**src/hdl/lcrd_defines.vh**
```
// constants of the link control request decoder
// assumes inclusion by bare name from the design files
`ifndef LCRD_DEFINES_VH
`define LCRD_DEFINES_VH

// ----------------------------------------------------------------------
// request key codes (octal 00..05, 20, 21)
// ----------------------------------------------------------------------
`define LCRD_KEY_NOP        5'h00
`define LCRD_KEY_ESTABLISH  5'h01
`define LCRD_KEY_DELETE     5'h02
`define LCRD_KEY_STARTUP    5'h03
`define LCRD_KEY_MAINT      5'h04
`define LCRD_KEY_HALT       5'h05
`define LCRD_KEY_MDM_WR     5'h10
`define LCRD_KEY_MDM_RD     5'h11
`define LCRD_KEY_RSV1_LO    5'h06
`define LCRD_KEY_RSV1_HI    5'h0F
`define LCRD_KEY_RSV2_LO    5'h12
`define LCRD_KEY_RSV2_HI    5'h1F

// ----------------------------------------------------------------------
// slots and protocol states
// ----------------------------------------------------------------------
`define LCRD_NUM_SLOTS      12
`define LCRD_SLOT_LOCS      64
`define LCRD_ST_HALT        2'h0
`define LCRD_ST_STARTUP     2'h1
`define LCRD_ST_RUN         2'h2
`define LCRD_ST_MAINT       2'h3

// ----------------------------------------------------------------------
// response codes
// ----------------------------------------------------------------------
`define LCRD_RSP_NONE       2'h0
`define LCRD_RSP_CTRL       2'h1
`define LCRD_RSP_INFO       2'h2
`define LCRD_ERR_POOL_BUSY  8'h5E
`define LCRD_ERR_PROC       8'h01
`define LCRD_EVT_RUN        8'h02
`define LCRD_MDM_RESET      8'h00
`define LCRD_POLL_RESET     2'h0

`endif

```
**src/hdl/lcrd_slot_table.v**
```verilog
// status slot table: 12 slots, each with valid bit, protocol state
// and polling state; link side reports start-up completion by address
`timescale 1ns/10ps
`include "lcrd_defines.vh"

module lcrd_slot_table (
   // clock and reset
   input wire clk_sys_i,
   input wire sys_rst_i,
   // lookup
   input wire [7:0] lk_addr_i,
   output wire lk_hit_o,
   output wire [3:0] lk_idx_o,
   output wire [1:0] lk_state_o,
   output wire [3:0] free_idx_o,
   output wire free_ok_o,
   // update
   input wire wr_en_i,
   input wire [3:0] wr_idx_i,
   input wire wr_valid_i,
   input wire [7:0] wr_addr_i,
   input wire [1:0] wr_state_i,
   input wire wr_poll_en_i,
   input wire [1:0] wr_poll_i,
   input wire wr_pool_en_i,
   input wire wr_pool_i,
   // observation
   output wire [11:0] valid_o,
   output wire [11:0] halted_o,
   output wire [11:0] pool_o,
   output wire [23:0] poll_o
);

   reg [11:0] valid_r;
   reg [11:0] pool_r;
   reg [7:0] addr_r [0:11];
   reg [1:0] state_r [0:11];
   reg [1:0] poll_r [0:11];
   reg hit;
   reg [3:0] hidx;
   reg fok;
   reg [3:0] fidx;
   integer i;
   integer j;

   always @* begin
      hit = 1'b0;
      hidx = 4'h0;
      fok = 1'b0;
      fidx = 4'h0;
      for (i = `LCRD_NUM_SLOTS - 1; i >= 0; i = i - 1) begin
         if (valid_r[i] && addr_r[i] == lk_addr_i) begin
            hit = 1'b1;
            hidx = i[3:0];
         end
         if (!valid_r[i]) begin
            fok = 1'b1;
            fidx = i[3:0];
         end
      end
   end

   assign lk_hit_o = hit;
   assign lk_idx_o = hidx;
   assign lk_state_o = state_r[hidx];
   assign free_idx_o = fidx;
   assign free_ok_o = fok;
   assign valid_o = valid_r;
   assign pool_o = pool_r;

   genvar g;
   generate
      for (g = 0; g < `LCRD_NUM_SLOTS; g = g + 1) begin : obs
         assign halted_o[g] = valid_r[g] && state_r[g] == `LCRD_ST_HALT;
         assign poll_o[2*g+1:2*g] = poll_r[g];
      end
   endgenerate

   always @(posedge clk_sys_i) begin
      if (sys_rst_i) begin
         valid_r <= 12'h000;
         pool_r <= 12'h000;
         for (j = 0; j < `LCRD_NUM_SLOTS; j = j + 1) begin
            addr_r[j] <= 8'h00;
            state_r[j] <= `LCRD_ST_HALT;
            poll_r[j] <= `LCRD_POLL_RESET;
         end
      end else if (wr_en_i) begin
         valid_r[wr_idx_i] <= wr_valid_i;
         addr_r[wr_idx_i] <= wr_addr_i;
         state_r[wr_idx_i] <= wr_state_i;
         if (wr_poll_en_i) begin
            poll_r[wr_idx_i] <= wr_poll_i;
         end
         if (wr_pool_en_i) begin
            pool_r[wr_idx_i] <= wr_pool_i;
         end
      end
   end

endmodule // lcrd_slot_table

```
**src/hdl/lcrd_request_decoder.v**
```verilog
// control command request decoder for a multipoint link controller
// assumes host strobes one command at a time, only while ready
`timescale 1ns/10ps
`include "lcrd_defines.vh"

// Behaviour
// - key 02 discards the addressed status slot
// - at most twelve tributaries established together
// - key 03 initializes slot, starts start-up
// - start-up done reports run control response; here only while idle with no command strobed, else it is dropped
// - key 04 enters maintenance state
// - maintenance traffic only when both ends maintain
// - key 05 halts, returns outstanding buffers
// - control station skips halted tributaries when polling
// - tributary station ignores polls when halted
// - halting keeps slot contents unchanged
// - halt at address zero returns pool
// - pool busy on global halt: error 136
// - key 20 writes parameter byte to modem
// - key 21 returns modem value in info
// - keys 6-17 and 22-37 octal reserved
// - pool and poll bits act with start-up
// - key 00 is a null command
// - key 01 creates slot; others need one
// - twelve slots of 64 byte locations
module lcrd_request_decoder (
   // clock and reset
   input wire clk_sys_i,
   input wire sys_rst_i,
   // command from host
   input wire cmd_valid_i,
   input wire [4:0] request_key_i,
   input wire [7:0] tributary_address_byte_i,
   input wire [7:0] command_param_byte_i,
   input wire [7:0] request_flag_byte_i,
   output wire cmd_ready_o,
   // station role: high at the control station
   input wire control_station_i,
   // link engine
   input wire startup_done_i,
   input wire [7:0] startup_done_addr_i,
   input wire pool_in_use_i,
   input wire [7:0] modem_in_i,
   input wire poll_req_i,
   input wire [7:0] poll_addr_i,
   output reg poll_permit_o,
   output reg poll_answer_o,
   output reg maint_traffic_o,
   output reg buf_return_o,
   output reg [7:0] buf_return_addr_o,
   output reg pool_return_o,
   output reg [7:0] modem_ctrl_o,
   output reg [11:0] slot_valid_o,
   output reg [23:0] poll_state_o,
   output reg [11:0] pool_enable_o,
   // response to host
   output reg rsp_valid_o,
   output reg [1:0] rsp_type_o,
   output reg [7:0] rsp_addr_o,
   output reg [7:0] rsp_code_o,
   output reg [15:0] low_param_word_o
);

   // ----------------------------------------------------------------------
   // flag byte layout (bits 12/13 and pool bits of the upper byte)
   // ----------------------------------------------------------------------
   localparam FLG_POOL_EN = 0;
   localparam FLG_POOL_DIS = 1;
   localparam FLG_UNLATCH = 4;
   localparam FLG_LATCH = 5;

   // ----------------------------------------------------------------------
   // decode state
   // ----------------------------------------------------------------------
   localparam S_IDLE = 2'b00;
   localparam S_EXEC = 2'b01;
   localparam S_DONE = 2'b10;

   reg [1:0] fsm_r;
   reg [1:0] fsm_nxt;
   reg [4:0] key_r;
   reg [7:0] addr_r;
   reg [7:0] param_r;
   reg [7:0] flag_r;
   reg [7:0] mdm_s1_r;
   reg [7:0] mdm_s2_r;

   wire lk_hit;
   wire [3:0] lk_idx;
   wire [1:0] lk_state;
   wire [3:0] free_idx;
   wire free_ok;
   wire [11:0] valid_w;
   wire [11:0] halted_w;
   wire [11:0] pool_w;
   wire [23:0] poll_w;

   reg wr_en;
   reg [3:0] wr_idx;
   reg wr_valid;
   reg [1:0] wr_state;
   reg wr_poll_en;
   reg [1:0] wr_poll;
   reg wr_pool_en;
   reg wr_pool;
   reg [7:0] lk_addr;
   reg err;
   reg [7:0] err_code;
   reg ctrl_ok;

   function is_reserved;
      input [4:0] k;
      begin
         is_reserved = (k >= `LCRD_KEY_RSV1_LO && k <= `LCRD_KEY_RSV1_HI) ||
                       (k >= `LCRD_KEY_RSV2_LO && k <= `LCRD_KEY_RSV2_HI);
      end
   endfunction

   // flag bits apply with keys 00, 01, 03, 04
   function flags_apply;
      input [4:0] k;
      begin
         flags_apply = k == `LCRD_KEY_NOP || k == `LCRD_KEY_ESTABLISH ||
                       k == `LCRD_KEY_STARTUP || k == `LCRD_KEY_MAINT;
      end
   endfunction

   assign cmd_ready_o = (fsm_r == S_IDLE);

   // start-up completions and poll lookups share the table port; exec wins
   always @* begin
      if (fsm_r == S_EXEC) begin
         lk_addr = addr_r;
      end else if (startup_done_i) begin
         lk_addr = startup_done_addr_i;
      end else begin
         lk_addr = poll_addr_i;
      end
   end

   lcrd_slot_table u_slots (
      .clk_sys_i(clk_sys_i),
      .sys_rst_i(sys_rst_i),
      .lk_addr_i(lk_addr),
      .lk_hit_o(lk_hit),
      .lk_idx_o(lk_idx),
      .lk_state_o(lk_state),
      .free_idx_o(free_idx),
      .free_ok_o(free_ok),
      .wr_en_i(wr_en),
      .wr_idx_i(wr_idx),
      .wr_valid_i(wr_valid),
      .wr_addr_i(addr_r),
      .wr_state_i(wr_state),
      .wr_poll_en_i(wr_poll_en),
      .wr_poll_i(wr_poll),
      .wr_pool_en_i(wr_pool_en),
      .wr_pool_i(wr_pool),
      .valid_o(valid_w),
      .halted_o(halted_w),
      .pool_o(pool_w),
      .poll_o(poll_w)
   );

   // ----------------------------------------------------------------------
   // command execution
   // ----------------------------------------------------------------------
   always @* begin
      fsm_nxt = fsm_r;
      wr_en = 1'b0;
      wr_idx = lk_idx;
      wr_valid = 1'b1;
      wr_state = lk_state;
      wr_poll_en = 1'b0;
      wr_poll = `LCRD_POLL_RESET;
      wr_pool_en = 1'b0;
      wr_pool = 1'b0;
      err = 1'b0;
      err_code = `LCRD_ERR_PROC;
      ctrl_ok = 1'b0;
      case (fsm_r)
         S_IDLE: begin
            if (cmd_valid_i) begin
               fsm_nxt = S_EXEC;
            end else if (startup_done_i && lk_hit && lk_state == `LCRD_ST_STARTUP) begin
               wr_en = 1'b1;
               wr_state = `LCRD_ST_RUN;
               ctrl_ok = 1'b1;
            end
         end
         S_EXEC: begin
            fsm_nxt = S_DONE;
            if (is_reserved(key_r)) begin
               err = 1'b1;
            end else begin
               case (key_r)
                  `LCRD_KEY_NOP: begin
                     wr_en = 1'b0;
                  end
                  `LCRD_KEY_ESTABLISH: begin
                     if (lk_hit) begin
                        wr_en = 1'b1;
                     end else if (free_ok && addr_r != 8'h00) begin
                        wr_en = 1'b1;
                        wr_idx = free_idx;
                        wr_state = `LCRD_ST_HALT;
                     end else begin
                        err = 1'b1;
                     end
                  end
                  `LCRD_KEY_DELETE: begin
                     if (lk_hit && lk_state == `LCRD_ST_HALT) begin
                        wr_en = 1'b1;
                        wr_valid = 1'b0;
                        wr_pool_en = 1'b1;
                     end else begin
                        err = 1'b1;
                     end
                  end
                  `LCRD_KEY_STARTUP, `LCRD_KEY_MAINT: begin
                     if (lk_hit && lk_state == `LCRD_ST_HALT) begin
                        wr_en = 1'b1;
                        wr_state = (key_r == `LCRD_KEY_STARTUP) ? `LCRD_ST_STARTUP
                                                                : `LCRD_ST_MAINT;
                     end else begin
                        err = 1'b1;
                     end
                  end
                  `LCRD_KEY_HALT: begin
                     if (addr_r == 8'h00) begin
                        if (pool_in_use_i || pool_w != 12'h000) begin
                           err = 1'b1;
                           err_code = `LCRD_ERR_POOL_BUSY;
                        end
                     end else if (lk_hit) begin
                        wr_en = 1'b1;
                        wr_state = `LCRD_ST_HALT;
                     end else begin
                        err = 1'b1;
                     end
                  end
                  `LCRD_KEY_MDM_WR, `LCRD_KEY_MDM_RD: begin
                     wr_en = 1'b0;
                  end
                  default: begin
                     err = 1'b1;
                  end
               endcase
               // pool and polling bits ride along with the request
               if (!err && flags_apply(key_r) && (lk_hit || wr_en)) begin
                  wr_en = 1'b1;
                  wr_pool_en = flag_r[FLG_POOL_EN] | flag_r[FLG_POOL_DIS];
                  wr_pool = flag_r[FLG_POOL_EN];
                  wr_poll_en = flag_r[FLG_LATCH] | flag_r[FLG_UNLATCH];
                  wr_poll = flag_r[FLG_LATCH] ? param_r[1:0] : `LCRD_POLL_RESET;
               end
            end
         end
         S_DONE: begin
            fsm_nxt = S_IDLE;
         end
         default: begin
            fsm_nxt = S_IDLE;
         end
      endcase
   end

   // ----------------------------------------------------------------------
   // registers and responses
   // ----------------------------------------------------------------------
   always @(posedge clk_sys_i) begin
      if (sys_rst_i) begin
         fsm_r <= S_IDLE;
         key_r <= 5'h00;
         addr_r <= 8'h00;
         param_r <= 8'h00;
         flag_r <= 8'h00;
         mdm_s1_r <= 8'h00;
         mdm_s2_r <= 8'h00;
         modem_ctrl_o <= `LCRD_MDM_RESET;
         rsp_valid_o <= 1'b0;
         rsp_type_o <= `LCRD_RSP_NONE;
         rsp_addr_o <= 8'h00;
         rsp_code_o <= 8'h00;
         low_param_word_o <= 16'h0000;
         buf_return_o <= 1'b0;
         buf_return_addr_o <= 8'h00;
         pool_return_o <= 1'b0;
         poll_permit_o <= 1'b0;
         poll_answer_o <= 1'b0;
         maint_traffic_o <= 1'b0;
         slot_valid_o <= 12'h000;
         poll_state_o <= 24'h00_0000;
         pool_enable_o <= 12'h000;
      end else begin
         fsm_r <= fsm_nxt;
         mdm_s1_r <= modem_in_i;
         mdm_s2_r <= mdm_s1_r;
         slot_valid_o <= valid_w;
         poll_state_o <= poll_w;
         pool_enable_o <= pool_w;
         rsp_valid_o <= 1'b0;
         buf_return_o <= 1'b0;
         pool_return_o <= 1'b0;
         if (fsm_r == S_IDLE && cmd_valid_i) begin
            key_r <= request_key_i;
            addr_r <= tributary_address_byte_i;
            param_r <= command_param_byte_i;
            flag_r <= request_flag_byte_i;
         end
         // polls: only non-exec cycles see the poll address on the table
         if (fsm_r != S_EXEC && !startup_done_i) begin
            poll_permit_o <= poll_req_i && control_station_i && lk_hit &&
                             lk_state != `LCRD_ST_HALT;
            poll_answer_o <= poll_req_i && !control_station_i && lk_hit &&
                             lk_state != `LCRD_ST_HALT;
            maint_traffic_o <= lk_hit && lk_state == `LCRD_ST_MAINT;
         end else begin
            poll_permit_o <= 1'b0;
            poll_answer_o <= 1'b0;
         end
         if (ctrl_ok) begin
            rsp_valid_o <= 1'b1;
            rsp_type_o <= `LCRD_RSP_CTRL;
            rsp_addr_o <= startup_done_addr_i;
            rsp_code_o <= `LCRD_EVT_RUN;
         end
         if (fsm_r == S_EXEC) begin
            if (err) begin
               rsp_valid_o <= 1'b1;
               rsp_type_o <= `LCRD_RSP_CTRL;
               rsp_addr_o <= addr_r;
               rsp_code_o <= err_code;
            end else if (key_r == `LCRD_KEY_MDM_WR) begin
               modem_ctrl_o <= param_r;
            end else if (key_r == `LCRD_KEY_MDM_RD) begin
               rsp_valid_o <= 1'b1;
               rsp_type_o <= `LCRD_RSP_INFO;
               rsp_addr_o <= addr_r;
               rsp_code_o <= 8'h00;
               low_param_word_o <= {8'h00, mdm_s2_r};
            end else if (key_r == `LCRD_KEY_HALT) begin
               buf_return_o <= (addr_r != 8'h00);
               buf_return_addr_o <= addr_r;
               pool_return_o <= (addr_r == 8'h00);
            end
         end
      end
   end

endmodule // lcrd_request_decoder

```
**config.mk**
```make
export PLATFORM = sky130hd
export DESIGN_NAME = lcrd_request_decoder
export DESIGN_NICKNAME = d
export VERILOG_FILES = /design/src/hdl/lcrd_slot_table.v /design/src/hdl/lcrd_request_decoder.v
export VERILOG_INCLUDE_DIRS = /design/src /design/src/hdl
export SDC_FILE = /design/constraint.sdc
export NUM_CORES = 1
export LEC_CHECK = 0
export ABC_AREA = 1
export ABC_CLOCK_PERIOD_IN_PS = 5810
export BUFFER_PORTS_ARGS = -buffer_cell sky130_fd_sc_hd__buf_4
export CORE_AREA = 2 2 179 181
export CTS_CLUSTER_SIZE = 25
export DETAILED_ROUTE_END_ITERATION = 10
export DIE_AREA = 0 0 181 183
export PLACE_DENSITY = 0.71
export SYNTH_ARGS = -nofsm -noshare
export SYNTH_HDL_FRONTEND = slang
export SYNTH_HIERARCHICAL = 1
export SYNTH_SLANG_ARGS = --single-unit
```
**constraint.sdc**
```tcl
create_clock -name clk_sys_i -period 5.81 [get_ports clk_sys_i]
set_clock_uncertainty 0.15 [all_clocks]
set_input_delay 0.2905 -clock clk_sys_i [delete_from_list [all_inputs] [get_ports clk_sys_i]]
set_output_delay 0.2905 -clock clk_sys_i [all_outputs]
set_load 0.05 [all_outputs]
```
==> results of run 1 <==
[power breakdown]
| part | switching, mW | internal [mW] |
|---|---|---|
| Clock | 0.828 | 1.21 |
| Combinational | 0.347 | 0.176 |
| Sequential | 0.0380 | 2.33 |
[how the worst max path moves through the flow]
stage / start / endpoint / cells after the start
6_report: fsm_r[1]$_SDFFE_PP0P_ / u_slots/poll_r[6][0]$_SDFFCE_PN0P_ / 32
5_1_grt: fsm_r[0]$_SDFFE_PP0P_ / u_slots/state_r[0][1]$_SDFFCE_PN0P_ / 35
4_1_cts: fsm_r[1]$_SDFFE_PP0P_ / u_slots/state_r[8][1]$_SDFFCE_PN0P_ / 34
3_5_place_dp: fsm_r[1]$_SDFFE_PP0P_ / u_slots/poll_r[0][1]$_SDFFCE_PN0P_ / 33
3_3_place_gp: fsm_r[1]$_SDFFE_PP0P_ / u_slots/poll_r[8][0]$_SDFFCE_PN0P_ / 37
2_1_floorplan: fsm_r[1]$_SDFFE_PP0P_ / u_slots/addr_r[3][0]$_SDFFCE_PN0P_ / 34
[registers in the layout (all words and copies together) (netlist names), 12 cells and up]
signal and count:
pool_enable_o 12, u_slots/poll_r 24, u_slots/addr_r 96, u_slots/state_r 24
u_slots/pool_o 12, poll_state_o 24, u_slots/valid_o 12, slot_valid_o 12
[metal layers]
layer  vias to the layer above  part of all wire, %  routed length [um]  track usage (%)
met5                         -                    0                   0                0
met4                         0                  1.9                 668            4.976
met1                      5230                   42               14480            26.55
li1                       5586                    -                   -                -
met3                        50                  8.8                3005            4.925
met2                       457                   47               16150            35.23
[worst min-delay path, delay by kind of cell]
family                 cells  cell delay (ns)
AO/OA/AOI/OAI              1             0.13
buffers and inverters      1             0.20
AND/OR/NAND/NOR            1             0.10
[layout by cell type (no fill, tap or decap), drive strengths merged]
cell           n
a2111oi        1
a211oi         6
a21oi         49
a221oi         3
a22oi          1
a311oi         1
a31oi          2
and3           1
buf          191
bufinv         2
clkbuf        43
clkinv        10
conb           8
dfxtp        163
dlygate4sd3   36
edfxtp       144
inv          242
mux2           4
nand2        276
nand3         80
nand3b         2
nand4         14
nor2         409
nor3          16
nor3b          2
nor4           7
nor4b          1
o2111ai        2
o211ai         1
o21ai         89
o21bai         1
o22ai         19
or2           11
xnor2         12
xor2          20
[final cells by class]
cell class,count,area share (%)
well taps,402,3.004
flip-flops and latches,307,45.32
repair buffers,227,11.32
multi-input cells,1038,28.56
clock inverters,14,0.7549
clock buffers,43,5.575
inverters,240,5.471
[timing repair]
action / in CTS / in global routing
hold buffers: 36 / 0
gates resized for setup: 0 / 5
endpoints found under the setup margin: 0 / 271
endpoints found under the hold margin: 35 / 0
buffers inserted: 0 / 1
==> reports/results.ini, run 1 <==
[power_and_ir_drop]
power_density_nw_per_um2=294.1
power.leakage_nw=7.201
ir_drop_v=0.0002437
p_total_mw=4.923

[clocking]
cts_tree=done
cts.sinks=307
cts.htree.levels=1
cts-buffers-inserted=31
clkTransAtPathRegs_ns=0.06
cts-root-buf=clkbuf_16
clockBufferDepth=3
insertion_delay_ns=0.56

[cells_and_area]
fin_util_pct=53.61
final_cell_area_um2=16740
diodes=0
final_cell_count_no_fill=2271
seqCellArea_um2=7587
multi_input_area_um2=4781
drive_gt1_share_pct=16.05
nets=1905
syn2layout_area_growth_pct=21.66
fill_cells=2831

[synthesis]
synthCells=1667
yosys_warnings=6
netlist_area_um2=13760
avgSynthCellArea_um2=8.255

[min_path]
whs_path_depth=3
hp-start=startup_done_i
min_to=maint_traffic_o$_SDFFE_PP0P_
holdCritPathClass=in -> reg

[sta]
holdWs_ns=0.05115
totalNegativeSetupSlack_ns=0
max_slew_margin_pct=39.54
rsz0062_at_grt=no
fmax_mhz=189.7
worst_slew_pin_slew_ns=0.9069
post-route-period-util_pct=90.72
final_hold_viol_count=0
layout_setup_ws_ns=0.5389
fin_crit_ns=5.271
setup_viol=0
final-max-slew-violation-count=0

[critical_path]
cp.required_ns=5.92
path_common_cell=nand2_1
critPathKind=reg -> reg
reg2regPathDepth=32
cp_data_arrival_time_ns=5.38
cpMaxStageDelayCell=dfxtp_1
r2r_end=u_slots/poll_r[6][0]$_SDFFCE_PN0P_
r2r_slack_ns=0.54
cp.buffers_inverters=4
r2r-start=fsm_r[1]$_SDFFE_PP0P_
crit_family=simple AND/OR/NAND/NOR gates
cp_slowest_stage_delay_ns=0.42
end_kind=flip-flop
crit_path_max_fanout=13
worst_setup_path_start_kind=flip-flop

[die]
start_util_pct=44.06
die_h_um=183
num_io_pins=165
core_area_um2=31230
dieArea_um2=33120
die_w_um=181
rows=65

[detailed_routing]
viasPerCell=4.986
antenna_left=0
drt_pre_antenna_iters=5
wl_per_cell_um=15.11
vias=11323
routed_wl_um=34310
drc_errors=0
drtIter0Drc=1026

[placed_design]
pre_cts_ws_ns=0.4834
gp_congestion=0.8811
dp_cells=2177
post-dp-hpwl_um=23830
place_area_um2=15300
numPortBuffers=152

[grt]
grt_pass1_vias=10862
grt_pass1_wl_um=55170
grt_use_total_pct=20.63
grt_max_degree=89
grt_antenna_before_repair=0
gr-total-overflow=0

[run]
max_cap_viol_count=0

[run_status]
status=completed

Power figures use the tool's default switching activity.
==> run 2, diff against run 1 <==
--- a/config.mk
+++ b/config.mk
@@ -7,7 +7,7 @@
 export NUM_CORES = 1
 export LEC_CHECK = 0
 export ABC_AREA = 1
-export ABC_CLOCK_PERIOD_IN_PS = 5810
+export ABC_CLOCK_PERIOD_IN_PS = 5400
 export BUFFER_PORTS_ARGS = -buffer_cell sky130_fd_sc_hd__buf_4
 export CORE_AREA = 2 2 179 181
 export CTS_CLUSTER_SIZE = 25
==> constraint.sdc (replaced) <==
create_clock -name clk_sys_i -period 5.4 [get_ports clk_sys_i]
set_clock_uncertainty 0.15 [all_clocks]
set_input_delay 0.27 -clock clk_sys_i [delete_from_list [all_inputs] [get_ports clk_sys_i]]
set_output_delay 0.27 -clock clk_sys_i [all_outputs]
set_load 0.05 [all_outputs]
==> reports/results.ini, run 2 (synthesis results as in run 1) <==
[run_status]
status=completed

[critical_path]
path_common_cell=nand2_1
critPathKind=reg -> reg
r2r_slack_ns=0.37  ; -0.16 ns
r2r_end=u_slots/addr_r[1][3]$_SDFFCE_PN0P_
end_kind=flip-flop
worst_setup_path_start_kind=flip-flop
r2r-start=fsm_r[0]$_SDFFE_PP0P_
reg2regPathDepth=40  ; +25%
cp_data_arrival_time_ns=5.15  ; -0.23 ns
cpMaxStageDelayCell=dfxtp_1
cp_slowest_stage_delay_ns=0.32  ; -0.10 ns
crit_path_max_fanout=22  ; +9
cp.required_ns=5.53  ; -0.39 ns

[die]
core_area_um2=31230  ; unchanged
die_h_um=183  ; unchanged
rows=65  ; unchanged
dieArea_um2=33120  ; unchanged
start_util_pct=44.06  ; unchanged
die_w_um=181  ; unchanged
num_io_pins=165  ; unchanged

[cells_and_area]
final_cell_area_um2=16630  ; -0.66%
regMostFlops=u_slots/addr_r
largest_reg_flops=96  ; unchanged
nets=1902  ; -0.16%
final_cell_mix=391 x nor2_1, 261 x nand2_1, 216 x inv_1
final_common_cell=nor2_1
fin_util_pct=53.25  ; -0.35 points
drive_gt1_share_pct=16.99  ; +0.94 points
syn2layout_area_growth_pct=20.86
diodes=0  ; unchanged

[sta]
fin_crit_ns=5.025  ; -0.2457 ns
setup_viol=0  ; unchanged
post-route-period-util_pct=93.06  ; +2.3 points
final_hold_viol_count=0  ; unchanged
fmax_mhz=199.0  ; +4.9%
totalNegativeSetupSlack_ns=0  ; unchanged
final-max-slew-violation-count=0  ; unchanged
holdWs_ns=0.04907  ; -0.002083 ns
worst_slew_pin_slew_ns=0.9995  ; +0.09269 ns
max_slew_margin_pct=33.20  ; -6.3 points

[grt]
grt_use_total_pct=20.90  ; +0.28 points
grt_antenna_before_repair=0  ; unchanged
gr-total-overflow=0  ; unchanged
grt_pass1_wl_um=56080  ; +1.7%
grt_pass1_vias=11143  ; +2.6%
grt_max_degree=63  ; -29%

[placed_design]
post-dp-hpwl_um=24340  ; +2.1%
numPortBuffers=152  ; unchanged
place_area_um2=15170  ; -0.82%
gp_congestion=0.8880  ; +0.78%

[clocking]
clockBufferDepth=3  ; unchanged
cts-root-buf=clkbuf_16
cts.htree.levels=1  ; unchanged
clkTransAtPathRegs_ns=0.06  ; about the same
cts_tree=done
insertion_delay_ns=0.55  ; about the same
cts.sinks=307  ; unchanged
cts-buffers-inserted=31  ; unchanged

[power_and_ir_drop]
p_total_mw=5.175  ; +5.1%
ir_drop_v=0.0002326  ; -4.5%
power_density_nw_per_um2=311.1  ; +5.8%
power.leakage_nw=7.125  ; -1.1%

[min_path]
holdCritPathClass=in -> reg
min_to=maint_traffic_o$_SDFFE_PP0P_
hp-start=startup_done_i
whs_path_depth=3  ; unchanged

[detailed_routing]
drc_errors=0  ; unchanged
routed_wl_um=35120  ; +2.4%
vias=11435  ; +0.99%
drt_pre_antenna_iters=6  ; +1
viasPerCell=5.042  ; +1.1%
antenna_left=0  ; unchanged
drtIter0Drc=850  ; -17%
wl_per_cell_um=15.48  ; +2.5%

[run]
max_cap_viol_count=0  ; unchanged

## run 2: changes by cell type in the layout (fill, tap and decap cells not counted), sizes merged
cell	delta
clkinvlp	+1
buf	-4
clkinv	-1
inv	-3
dlygate4sd3	+1
clkbuf	+5
bufinv	-2
## run 2: metrics by stage
stage | instances | worst slack, ns
after floorplan | 1674 | 0.4214
after global placement | 2172 | 0.2912
after detailed placement | 2172 | 0.06441
after CTS | 2266 | 0.07801
after global routing | 2268 | -0.01909
final | 2268 | 0.3747
## run 2: worst max-delay path: cells and delay by family, from the launching register on
family,cells,cell delay (ns)
flip-flops,1,0.32
AND/OR/NAND/NOR,29,2.52
buffers and inverters,9,1.46
AO/OA/AOI/OAI,2,0.27
## run 2: worst max-delay path by stage
stage / slack [ns] / endpoint / cells past startpoint / from
after global placement: 0.29 / u_slots/addr_r[0][4]$_SDFFCE_PN0P_ / 38 / startup_done_i
after CTS: 0.08 / u_slots/addr_r[10][3]$_SDFFCE_PN0P_ / 37 / fsm_r[1]$_SDFFE_PP0P_
after global routing: -0.02 / u_slots/addr_r[1][5]$_SDFFCE_PN0P_ / 40 / fsm_r[0]$_SDFFE_PP0P_
after detailed placement: 0.06 / u_slots/addr_r[10][3]$_SDFFCE_PN0P_ / 36 / startup_done_i
final: 0.37 / u_slots/addr_r[1][3]$_SDFFCE_PN0P_ / 40 / fsm_r[0]$_SDFFE_PP0P_
after floorplan: 0.42 / u_slots/addr_r[3][0]$_SDFFCE_PN0P_ / 34 / fsm_r[1]$_SDFFE_PP0P_
## run 2: repair_timing
item,in CTS,in global routing
resized for setup,0,37
setup buffers,0,2
hold endpoints to repair,57,0
endpoints found under the setup margin,0,312
hold buffers,37,0
## run 2: final cells by class
class	count	area, um^2
Tap cell	402	503.0
Clock inverter	9	51.30
Fill cell	2850	14600
Inverter	240	915.9
Timing Repair Buffer	224	1798
Clock buffer	48	937.1
Sequential cell	307	7587
Multi-Input combinational cell	1038	4838
## run 2: where the power goes
group	leakage [nW]	total (mW)	internal, mW	switching [mW]
registers	2.81	2.54	2.50	0.0406
logic	3.82	0.569	0.189	0.380
clock network	0.495	2.06	1.19	0.874
## run 2: per-layer routing
layer	global-route usage (%)	part of all wire, %
met5	0	0
met4	5.008	2.1
met3	4.746	8.7
met2	35.57	47
met1	27.20	42
==> run 3, diff against run 2 <==
--- a/config.mk
+++ b/config.mk
@@ -14,6 +14,7 @@
 export DETAILED_ROUTE_END_ITERATION = 10
 export DIE_AREA = 0 0 181 183
 export PLACE_DENSITY = 0.71
+export RECOVER_POWER = 100
 export SYNTH_ARGS = -nofsm -noshare
 export SYNTH_HDL_FRONTEND = slang
 export SYNTH_HIERARCHICAL = 1
==> reports/results.ini, run 3 (synthesis results as in run 1) <==
[die]
start_util_pct=44.06  ; unchanged
die_h_um=183  ; unchanged
rows=65  ; unchanged
die_w_um=181  ; unchanged
num_io_pins=165  ; unchanged
core_area_um2=31230  ; unchanged
dieArea_um2=33120  ; unchanged

[grt]
grt_use_total_pct=20.90  ; unchanged
grt_max_degree=63  ; unchanged
grt_pass1_wl_um=56080  ; unchanged
grt_antenna_before_repair=0  ; unchanged
gr-total-overflow=0  ; unchanged
grt_pass1_vias=11143  ; unchanged

[run]
max_cap_viol_count=1  ; +1

[sta]
worst_slew_pin_slew_ns=2.029  ; +1.030 ns
holdWs_ns=0.04237  ; -0.006698 ns
final_hold_viol_count=0  ; unchanged
setup_viol=0  ; unchanged
fmax_mhz=198.3  ; -0.34%
fin_crit_ns=5.043  ; +0.01739 ns
max_slew_margin_pct=-35.28  ; -68 points
totalNegativeSetupSlack_ns=0  ; unchanged
final-max-slew-violation-count=48  ; +48
post-route-period-util_pct=93.38  ; +0.32 points

[run_status]
violations=capacitance limit, slew limit
status=finished with violations

[detailed_routing]
top_layer=met4
drt_pre_antenna_iters=7  ; +1
routed_wl_um=35100  ; about the same
dr_wl_met3_um=3122  ; +2.2%
drc_errors=0  ; unchanged
drtIter0Drc=860  ; +1.2%
wl_per_cell_um=15.47  ; about the same
met2_wirelength_um=16460  ; +0.40%
antenna_left=0  ; unchanged
vias=11402  ; -0.29%
viasPerCell=5.027  ; -0.29%
wl_met1_um=14790  ; -0.80%

[power_and_ir_drop]
power.leakage_nw=6.704  ; -5.9%
power_density_nw_per_um2=317.7  ; +2.1%
p_total_mw=5.153  ; -0.41%
ir_drop_v=0.0002319  ; -0.29%

[critical_path]
cp_data_arrival_time_ns=5.14  ; about the same
cpMaxStageDelayCell=dfxtp_1
path_common_cell=nand2_1
worst_setup_path_start_kind=flip-flop
cp.required_ns=5.50  ; -0.03 ns
critPathKind=reg -> reg
crit_path_max_fanout=22  ; unchanged
end_kind=flip-flop
cp_slowest_stage_delay_ns=0.32  ; about the same

[min_path]
holdCritPathClass=in -> reg

[cells_and_area]
regMostFlops=u_slots/addr_r
largest_reg_flops=96  ; unchanged
nets=1902  ; unchanged
final_cell_area_um2=16220  ; -2.5%
fill_cells=2938  ; +3.1%
syn2layout_area_growth_pct=17.86
final_common_cell=nor2_1
drive_gt1_share_pct=11.41  ; -5.6 points
final_cell_mix=392 x nor2_1, 263 x nand2_1, 216 x inv_1
diodes=0  ; unchanged

[placed_design]
post-dp-hpwl_um=24340  ; unchanged
numPortBuffers=152  ; unchanged
place_area_um2=15170  ; unchanged
gp_congestion=0.8880  ; unchanged

[clocking]
clkTransAtPathRegs_ns=0.06  ; about the same
insertion_delay_ns=0.55  ; about the same
cts.htree.levels=1  ; unchanged
cts-buffers-inserted=31  ; unchanged
cts-root-buf=clkbuf_16
clockBufferDepth=3  ; unchanged
cts.sinks=307  ; unchanged
cts_tree=done

-- run 3: final cells by class --
type / instances / area (um^2) / share of cell area [%]
inverters: 240 / 915.9 / 5.647
multi-input cells: 1038 / 4796 / 29.57
flip-flops and latches: 307 / 7587 / 46.78
repair buffers: 224 / 1428 / 8.803
clock buffers: 48 / 937.1 / 5.778
clock inverters: 9 / 51.30 / 0.3163
well taps: 402 / 503.0 / 3.101
-- run 3: timing repair --
item	4_1_cts	5_1_grt
hold endpoints to repair	57	0
buffers inserted	0	2
gates resized for setup	0	37
hold buffers	37	0
setup endpoints to repair	0	312
-- run 3: metal layers --
layer | track usage, % | up-vias
met4 | 5.008 | 0
met2 | 35.57 | 440
met3 | 4.746 | 55
li1 | - | 5590
met1 | 27.20 | 5317
met5 | 0 | -
-- run 3: final timing paths --
path	startpoint	to	cells after the start	slack, ns
hold / removal	startup_done_i	maint_traffic_o$_SDFFE_PP0P_	3	0.04
hold reg to reg	mdm_s1_r[6]$_SDFF_PP0_	mdm_s2_r[6]$_SDFF_PP0_	2	0.25
setup / recovery	fsm_r[0]$_SDFFE_PP0P_	u_slots/poll_r[10][0]$_SDFFCE_PN0P_	41	0.36
setup reg to reg	fsm_r[0]$_SDFFE_PP0P_	u_slots/poll_r[10][0]$_SDFFCE_PN0P_	41	0.36
-- run 3: worst max-delay path, delay by kind of cell (launching register included) --
kind / cells / cell delay (ns)
buffers and inverters: 7 / 0.82
AOI/OAI and AO/OA: 1 / 0.11
and+or+nand+nor: 33 / 3.35
DFF: 1 / 0.32
-- run 3: through the flow --
| stage | util [%] | worst slack, ns | std cells |
|---|---|---|---|
| 3_5_place_dp | 48.58 | 0.06441 | 2172 |
| 3_3_place_gp | 48.58 | 0.2912 | 2172 |
| 4_1_cts | 52.93 | 0.07801 | 2266 |
| 2_1_floorplan | - | 0.4214 | 1674 |
| 5_1_grt | 51.93 | -0.03558 | 2268 |
| 6_report | 51.93 | 0.3573 | 2268 |
-- run 3: report_power, final --
part / internal (mW) / switching (mW) / total [mW] / leakage, nW
sequential: 2.50 / 0.0400 / 2.54 / 2.81
clock: 1.19 / 0.870 / 2.06 / 0.495
combinational: 0.175 / 0.377 / 0.552 / 3.39
total: 3.87 / 1.29 / 5.15 / 6.70
